**src/wdr_cfg.svh**
```systemverilog
// Offsets, field positions, reset values and timing counts of the watchdog and reset sequencer
`ifndef WDR_CFG_SVH
`define WDR_CFG_SVH

// ----------------------------------------
// Register offsets
// ----------------------------------------
`define WDR_ADDR_CAUSE 8'h00
`define WDR_ADDR_OPTS 8'h01
`define WDR_ADDR_STAT 8'h02

// ----------------------------------------
// Reset cause flag positions
// ----------------------------------------
`define WDR_CAUSE_POR 7
`define WDR_CAUSE_PIN 6
`define WDR_CAUSE_WDOG 5
`define WDR_CAUSE_ILOP 4
`define WDR_CAUSE_ILAD 3
`define WDR_CAUSE_CLKGEN 1

// ----------------------------------------
// Options fields and reset values
// ----------------------------------------
`define WDR_OPT_ENABLE 7
`define WDR_OPT_PERIOD 6
`define WDR_OPTS_RESET 8'hC0
`define WDR_CAUSE_RESET 8'h80

// ----------------------------------------
// Reset pin timing in bus cycles
// ----------------------------------------
`define WDR_PIN_DRIVE_CYCLES 34
`define WDR_PIN_SAMPLE_CYCLES 38

`endif

```
**src/wdr_pkg.sv**
```systemverilog
// Types shared by the watchdog and reset sequencer
package wdr_pkg;

    // ----------------------------------------
    // Sequencer states, one-hot
    // ----------------------------------------
    typedef enum logic [3:0] {
        ST_RUN     = 4'h1,
        ST_DRIVE   = 4'h2,
        ST_RELEASE = 4'h4,
        ST_HOLD    = 4'h8
    } wdr_state_t;

endpackage

```
**src/wdr_top.sv**
```systemverilog
// Watchdog timer and reset entry sequencer with its register port
//
// The placing of the registers and the plain strobed port are this design's own decisions.
`timescale 1ns/1ps
`include "wdr_cfg.svh"


module wdr_top #(
    parameter int WDOG_LONG_EXP = 18,
    parameter int WDOG_SHORT_EXP = 13,
    parameter int CNT_W = 18
) (
    input wire logic clock,
    input wire logic reset,
    input wire logic clk_en,
    input wire logic [7:0] reg_addr,
    input wire logic [7:0] reg_wdata,
    input wire logic reg_wr,
    input wire logic reg_rd,
    output logic [7:0] reg_rdata,
    input wire logic bdm_active,
    input wire logic bdm_reset_req,
    input wire logic illegal_opcode,
    input wire logic illegal_addr,
    input wire logic clkgen_loss_lock,
    input wire logic clkgen_loss_clock,
    input wire logic rst_pin_in,
    output logic rst_pin_out,
    output logic rst_pin_oe_n,
    output logic sys_reset,
    output logic clkgen_self_clock
);

    // ----------------------------------------
    // Local constants
    // ----------------------------------------
    localparam logic [5:0] DRIVE_LAST = 6'(`WDR_PIN_DRIVE_CYCLES - 1);
    localparam logic [5:0] SAMPLE_LAST = 6'(`WDR_PIN_SAMPLE_CYCLES - 1);

    // ----------------------------------------
    // Terminal count for a period select
    // ----------------------------------------
    function automatic logic [CNT_W-1:0] term_of(input logic long_sel);
        logic [CNT_W:0] span;
        begin
            if (long_sel) begin
                span = (CNT_W+1)'(1) << WDOG_LONG_EXP;
            end else begin
                span = (CNT_W+1)'(1) << WDOG_SHORT_EXP;
            end
            term_of = CNT_W'(span - (CNT_W+1)'(1));
        end
    endfunction

    // ----------------------------------------
    // Declarations
    // ----------------------------------------
    wdr_pkg::wdr_state_t state_q;
    wdr_pkg::wdr_state_t state_d;
    logic bus_phase_q;
    logic [5:0] seq_cnt_q;
    logic [5:0] seq_cnt_d;
    logic [CNT_W-1:0] wdog_cnt_q;
    logic [CNT_W-1:0] wdog_cnt_d;
    logic wdog_fire_q;
    logic [7:0] opts_q;
    logic [7:0] opts_d;
    logic opts_locked_q;
    logic [7:0] cause_q;
    logic [7:0] cause_d;
    logic [7:0] rdata_q;
    logic [7:0] rdata_d;
    logic rst_pin_out_q;
    logic pin_oe_n_q;
    logic sys_reset_q;
    logic self_clock_q;

    // ----------------------------------------
    // Decode
    // ----------------------------------------
    wire bus_tick = clk_en & bus_phase_q;
    wire in_run = (state_q == wdr_pkg::ST_RUN);
    wire hit_cause = (reg_addr == `WDR_ADDR_CAUSE);
    wire hit_opts = (reg_addr == `WDR_ADDR_OPTS);
    wire hit_stat = (reg_addr == `WDR_ADDR_STAT);
    wire wr_service = reg_wr & hit_cause;
    wire wr_opts = reg_wr & hit_opts & ~opts_locked_q;
    wire wdog_en = opts_q[`WDR_OPT_ENABLE];
    wire wdog_long = opts_q[`WDR_OPT_PERIOD];
    wire wdog_active = wdog_en & ~bdm_active & in_run;
    wire [CNT_W-1:0] wdog_term = term_of(wdog_long);
    // At or past term, so a late switch to the short period still fires
    wire wdog_at_term = (wdog_cnt_q >= wdog_term);
    wire clkgen_lost = clkgen_loss_lock | clkgen_loss_clock;
    wire pin_ext_low = ~rst_pin_in;
    wire any_source = wdog_fire_q | illegal_opcode | illegal_addr
                    | clkgen_lost | bdm_reset_req | pin_ext_low;
    wire drive_done = bus_tick & (seq_cnt_q == DRIVE_LAST);
    wire sample_now = bus_tick & (seq_cnt_q == SAMPLE_LAST);

    // ----------------------------------------
    // Cause of a fresh reset, one flag only
    // ----------------------------------------
    logic [7:0] entry_cause;
    always_comb begin
        entry_cause = 8'h00;
        if (clkgen_lost) begin
            entry_cause[`WDR_CAUSE_CLKGEN] = 1'b1;
        end else if (wdog_fire_q) begin
            entry_cause[`WDR_CAUSE_WDOG] = 1'b1;
        end else if (illegal_opcode) begin
            entry_cause[`WDR_CAUSE_ILOP] = 1'b1;
        end else if (illegal_addr) begin
            entry_cause[`WDR_CAUSE_ILAD] = 1'b1;
        end else if (bdm_reset_req) begin
            // Debug forced reset owns no flag
            entry_cause = 8'h00;
        end else if (pin_ext_low) begin
            entry_cause[`WDR_CAUSE_PIN] = 1'b1;
        end
    end

    // ----------------------------------------
    // Sequencer next state
    // ----------------------------------------
    always_comb begin
        state_d = state_q;
        seq_cnt_d = seq_cnt_q;
        case (state_q)
            wdr_pkg::ST_RUN: begin
                if (any_source) begin
                    state_d = wdr_pkg::ST_DRIVE;
                    seq_cnt_d = 6'h00;
                end
            end
            wdr_pkg::ST_DRIVE: begin
                if (drive_done) begin
                    state_d = wdr_pkg::ST_RELEASE;
                    seq_cnt_d = 6'h00;
                end else if (bus_tick) begin
                    seq_cnt_d = seq_cnt_q + 6'h01;
                end
            end
            wdr_pkg::ST_RELEASE: begin
                if (sample_now) begin
                    // Pin still low: someone outside holds it
                    if (pin_ext_low) begin
                        state_d = wdr_pkg::ST_HOLD;
                    end else begin
                        state_d = wdr_pkg::ST_RUN;
                    end
                    seq_cnt_d = 6'h00;
                end else if (bus_tick) begin
                    seq_cnt_d = seq_cnt_q + 6'h01;
                end
            end
            wdr_pkg::ST_HOLD: begin
                if (!pin_ext_low) begin
                    state_d = wdr_pkg::ST_RUN;
                end
            end
            default: begin
                state_d = wdr_pkg::ST_DRIVE;
                seq_cnt_d = 6'h00;
            end
        endcase
    end

    // ----------------------------------------
    // Watchdog counter next value
    // ----------------------------------------
    // Cleared rather than frozen when idle, so debug exit starts a full period
    always_comb begin
        wdog_cnt_d = wdog_cnt_q;
        if (!wdog_active || wr_service) begin
            wdog_cnt_d = '0;
        end else if (bus_tick && !wdog_at_term) begin
            wdog_cnt_d = wdog_cnt_q + CNT_W'(1);
        end
    end

    // ----------------------------------------
    // Options register next value
    // ----------------------------------------
    // Options and lock return to defaults in every reset, not only power-on
    always_comb begin
        opts_d = opts_q;
        if (!in_run) begin
            opts_d = `WDR_OPTS_RESET;
        end else if (wr_opts) begin
            opts_d = 8'h00;
            opts_d[`WDR_OPT_ENABLE] = reg_wdata[`WDR_OPT_ENABLE];
            opts_d[`WDR_OPT_PERIOD] = reg_wdata[`WDR_OPT_PERIOD];
        end
    end

    // ----------------------------------------
    // Reset cause next value
    // ----------------------------------------
    // No write path at all: service writes only touch the counter
    always_comb begin
        cause_d = cause_q;
        if (in_run && any_source) begin
            cause_d = entry_cause;
        end else if (state_q == wdr_pkg::ST_RELEASE && sample_now && pin_ext_low) begin
            cause_d = 8'h00;
            cause_d[`WDR_CAUSE_PIN] = 1'b1;
        end
    end

    // ----------------------------------------
    // Read data
    // ----------------------------------------
    always_comb begin
        rdata_d = 8'h00;
        if (reg_rd && hit_cause) begin
            rdata_d = cause_q;
        end else if (reg_rd && hit_opts) begin
            rdata_d = opts_q;
        end else if (reg_rd && hit_stat) begin
            rdata_d = {opts_locked_q, 3'h0, state_q};
        end
    end

    // ----------------------------------------
    // Bus rate divider
    // ----------------------------------------
    always_ff @(posedge clock or posedge reset) begin
        if (reset) begin
            bus_phase_q <= 1'b0;
        end else if (clk_en) begin
            bus_phase_q <= ~bus_phase_q;
        end
    end

    // ----------------------------------------
    // Sequencer
    // ----------------------------------------
    // Power-on enters straight into the pin drive phase
    always_ff @(posedge clock or posedge reset) begin
        if (reset) begin
            state_q <= wdr_pkg::ST_DRIVE;
            seq_cnt_q <= 6'h00;
        end else if (clk_en) begin
            state_q <= state_d;
            seq_cnt_q <= seq_cnt_d;
        end
    end

    // ----------------------------------------
    // Watchdog
    // ----------------------------------------
    always_ff @(posedge clock or posedge reset) begin
        if (reset) begin
            wdog_cnt_q <= '0;
        end else if (clk_en) begin
            wdog_cnt_q <= wdog_cnt_d;
        end
    end

    // Timeout request, dropped once reset is under way
    always_ff @(posedge clock or posedge reset) begin
        if (reset) begin
            wdog_fire_q <= 1'b0;
        end else if (clk_en) begin
            wdog_fire_q <= wdog_active & ~wr_service & bus_tick & wdog_at_term;
        end
    end

    // ----------------------------------------
    // Options register and write-once lock
    // ----------------------------------------
    always_ff @(posedge clock or posedge reset) begin
        if (reset) begin
            opts_q <= `WDR_OPTS_RESET;
        end else if (clk_en) begin
            opts_q <= opts_d;
        end
    end

    always_ff @(posedge clock or posedge reset) begin
        if (reset) begin
            opts_locked_q <= 1'b0;
        end else if (clk_en) begin
            opts_locked_q <= in_run & (opts_locked_q | (reg_wr & hit_opts));
        end
    end

    // ----------------------------------------
    // Reset cause
    // ----------------------------------------
    always_ff @(posedge clock or posedge reset) begin
        if (reset) begin
            cause_q <= `WDR_CAUSE_RESET;
        end else if (clk_en) begin
            cause_q <= cause_d;
        end
    end

    // ----------------------------------------
    // Register port read data
    // ----------------------------------------
    always_ff @(posedge clock or posedge reset) begin
        if (reset) begin
            rdata_q <= 8'h00;
        end else if (clk_en) begin
            rdata_q <= rdata_d;
        end
    end

    // ----------------------------------------
    // Pin and system outputs
    // ----------------------------------------
    // Pin is open drain: output level stays low, only the enable moves
    always_ff @(posedge clock or posedge reset) begin
        if (reset) begin
            rst_pin_out_q <= 1'b0;
            pin_oe_n_q <= 1'b0;
            sys_reset_q <= 1'b1;
            self_clock_q <= 1'b1;
        end else if (clk_en) begin
            rst_pin_out_q <= 1'b0;
            pin_oe_n_q <= (state_d != wdr_pkg::ST_DRIVE);
            sys_reset_q <= (state_d != wdr_pkg::ST_RUN);
            self_clock_q <= (state_d != wdr_pkg::ST_RUN);
        end
    end

    assign reg_rdata = rdata_q;
    assign rst_pin_out = rst_pin_out_q;
    assign rst_pin_oe_n = pin_oe_n_q;
    assign sys_reset = sys_reset_q;
    assign clkgen_self_clock = self_clock_q;

endmodule

```
**config.mk**
```make
export PLATFORM = sky130hd
export DESIGN_NAME = wdr_top
export DESIGN_NICKNAME = d
export VERILOG_FILES = /design/src/wdr_pkg.sv /design/src/wdr_top.sv
export VERILOG_INCLUDE_DIRS = /design/src
export SDC_FILE = /design/constraint.sdc
export NUM_CORES = 1
export LEC_CHECK = 0
export BUFFER_PORTS_ARGS = -buffer_cell sky130_fd_sc_hd__buf_2
export CELL_PAD_IN_SITES_DETAIL_PLACEMENT = 1
export CELL_PAD_IN_SITES_GLOBAL_PLACEMENT = 1
export CORE_ASPECT_RATIO = 1.4
export CORE_MARGIN = 3
export CORE_UTILIZATION = 44
export DETAILED_ROUTE_END_ITERATION = 8
export MAX_ROUTING_LAYER = met4
export PLACE_DENSITY = 0.83
export SKIP_LAST_GASP = 1
export SYNTH_ARGS = -nofsm -noshare
export SYNTH_HDL_FRONTEND = slang
export SYNTH_SLANG_ARGS = --single-unit
```
**constraint.sdc**
```tcl
create_clock -name clock -period 2.7 [get_ports clock]
set_clock_uncertainty 0.05 [all_clocks]
set_input_delay 0.27 -clock clock [delete_from_list [all_inputs] [get_ports clock]]
set_output_delay 0.27 -clock clock [all_outputs]
set_load 0.01 [all_outputs]
```
==> metrics <==
clock buffer depth 2; Final Wtd Congestion approximately 0.85; hold_sp reg_wdata[7]; Overall Global Routing Usage approximately a fifth; net count after synthesis 336; vias in the first global route 2580; n_diodes 0; worst r2r dst wdog_cnt_q[3]$_DFFE_PP0P_; hold crit path type input port to register; first-pass GRT wire length between 10000 and 15000 um; routed wire length ~7300 um; Post-DRT Antenna Nets 0; Hold-fix buffers, CTS 0; number of fillers in the final layout 733; syn_area_per_cell ~9.6 um2; status completed; WHS Endpoint opts_q[7]$_DFFE_PP1P_; critical path peak fanout 17; FF-to-FF path depth 8; CP max stage cell dfstp_2; Max Slew Vio Count 0; initial DRC count 76; R2R Setup Slk roughly 150 ps; most common cell in the synthesized netlist dfrtp_1; Synth Instances 300; initial antenna violation count 0; Main synth FF type dfrtp_1; CTS H-tree depth 2; crit path DAT between 2000 and 3000 ps; via count between 2000 and 3000; number of flops mapped to enable cells by yosys 0; multi-input logic area 1520 um2; largest net degree at the start of global routing 48; die area roughly 7600 um2; synthesized area between 2000 and 3000 um2; starting density of the core 45.7%; I/O pin cnt 40; per-cell routed wire length roughly 18 um; Post-CTS Resized 0; register area share after synthesis between 40% and 50%; minimum clock period between 2000 and 3000 ps; # rows 34; critical-path cell list inv_1 -> ha_1 -> a21o_1 -> a32oi_4 -> nand2_1 -> buf_4 -> or4_1 -> a21oi_1; Die Ht 102 um; clock-pin slew on the worst setup and hold paths about 90 ps; Die W about 74 um; grt total ovfl 0; synth top area cells dfrtp_1, dfstp_2, a21oi_1, ha_1, a22o_1; CORE AREA between 6000 and 7000 um2; Synth area leader dfrtp_1; VDD IR-drop max around 0.22 mV; Power Density about 500 nW/um2; RSZ-0062 raised after global routing no; max capacitance violation total 0; vias per inst around 6.2; TNS Setup 0 ps; final setup fails 0; drt drc 0; Worst EP required between 2000 and 3000 ps; CTS tree built; total CTS buffers 5; Fmax a little under 0.4 GHz; share of cells above drive strength 1 about 22%; Register Area about 1200 um2; DR pass1 iterations 4; Final Hold Violating Endpoints 0; LEAKAGE ~1.4 nW; Netlist cell types 58; placed wire-length estimate approximately 5300 um; worst-margin pin slew 1020 ps; CP Launch Type register; TritonCTS Sinks slightly below 50; hold path depth 3; Crit path max-delay family compound AO/OA/AOI/OAI gates; Critical Path End Type register; Worst-Skew Late Latency 310 ps; Post-Route Utilization 51.5%; area grow syn2layout 12.6%; Crit Path Class register to register; top cell type's share of synthesized area between 30% and 40%; #FFs+latches synth 49; synth warn 0; total chip power 1.66 mW; Max stage delay on crit path roughly 570 ps; top cells by count, synth dfrtp_1, a21oi_1, nor2_1; WP buf/inv 2; PortBufs 32; worst r2r src opts_q[6]$_DFFE_PP1P_; asr flop ratio synth 100%; worst rel slew slack around a third; clock root buffer clkbuf_8; final period utilization between 90% and 100%; # nets final around 370; post-CTS setup buffers 0
==> state kept, by name (all words and copies together) (netlist names) <==
signal / count
wdog_cnt_q: 18
reg_rdata: 8
cause_q: 6
seq_cnt_q: 6
state_q: 4
opts_q: 2
bus_phase_q: 1
clkgen_self_clock: 1
opts_locked_q: 1
rst_pin_oe_n: 1
wdog_fire_q: 1
==> metrics by stage <==
step | instances | area, um2 | setup WS (ps) | hold WS (ps)
after detailed placement | 396 | 3100 | 113 | 425
after global placement | 396 | 3100 | 188 | 411
after CTS | 404 | 3220 | 77.4 | 129
after floorplan | 300 | 2880 | 285 | 319
final | 404 | 3240 | 149 | 139
after global routing | 404 | 3240 | 2.03 | 140
==> how the worst max path moves through the flow <==
stage	from	to	cells after the start
2_1_floorplan	opts_q[6]$_DFFE_PP1P_	wdog_cnt_q[2]$_DFFE_PP0P_	8
3_3_place_gp	opts_q[6]$_DFFE_PP1P_	wdog_cnt_q[16]$_DFFE_PP0P_	7
3_5_place_dp	opts_q[6]$_DFFE_PP1P_	wdog_cnt_q[16]$_DFFE_PP0P_	7
4_1_cts	opts_q[6]$_DFFE_PP1P_	wdog_cnt_q[3]$_DFFE_PP0P_	8
5_1_grt	opts_q[6]$_DFFE_PP1P_	wdog_cnt_q[3]$_DFFE_PP0P_	8
6_report	opts_q[6]$_DFFE_PP1P_	wdog_cnt_q[3]$_DFFE_PP0P_	8
==> cells by family after synthesis <==
kind of cell | Yosys count | share of synthesized area (%)
adder cells (fa/ha/maj) | 8 | 3.48
buffers and inverters | 31 | 5.13
multiplexers | 4 | 1.43
other | 1 | 0.130
XOR/XNOR | 3 | 0.913
flip-flops | 49 | 42.8
AO/OA/AOI/OAI | 90 | 22.2
AND/OR/NAND/NOR | 114 | 23.9
==> layout make-up <==
cell class                      instances  area share [%]
Clock inverter                          2            1.16
Clock buffer                            6            2.55
Multi-Input combinational cell        220            46.9
Sequential cell                        49            38.0
Inverter                               15            1.74
Timing Repair Buffer                   40            6.80
Tap cell                               72            2.78
==> cells in the final DEF, fill, tap and decap left out, types with 10 or more instances in the layout <==
master / n
dfrtp_1: 44
buf_2: 32
a21oi_1: 24
nor2_1: 22
nand2_1: 14
inv_1: 14
nand3_1: 11
o31ai_1: 11
or4_1: 11
a22o_1: 11
o21ai_0: 10
==> worst reg2reg max path: cells and delay by family (launching register included) <==
family	cells	cell delay (ps)
flip-flops	1	570
buffers and inverters	2	310
AND/OR/NAND/NOR	2	610
adder cells (fa/ha/maj)	1	310
AO/OA/AOI/OAI	3	640
==> report_power, final <==
group | switching, mW | internal (mW)
clock | 0.257 | 0.301
combinational | 0.139 | 0.110
sequential | 0.0680 | 0.780
==> per-layer routing <==
| layer | vias up | share of wire, % | global-route usage, % | wire, um |
|---|---|---|---|---|
| met3 | 14 | 1.6 | 2.88 | 118 |
| li1 | 1190 | - | - | - |
| met1 | 1281 | 42 | 23.1 | 3050 |
| met2 | 23 | 54 | 38.9 | 3990 |
| met4 | 0 | 2.4 | 7.81 | 176 |
| met5 | - | 0 | - | 0 |
No activity file was read; power rests on OpenSTA's default activity.
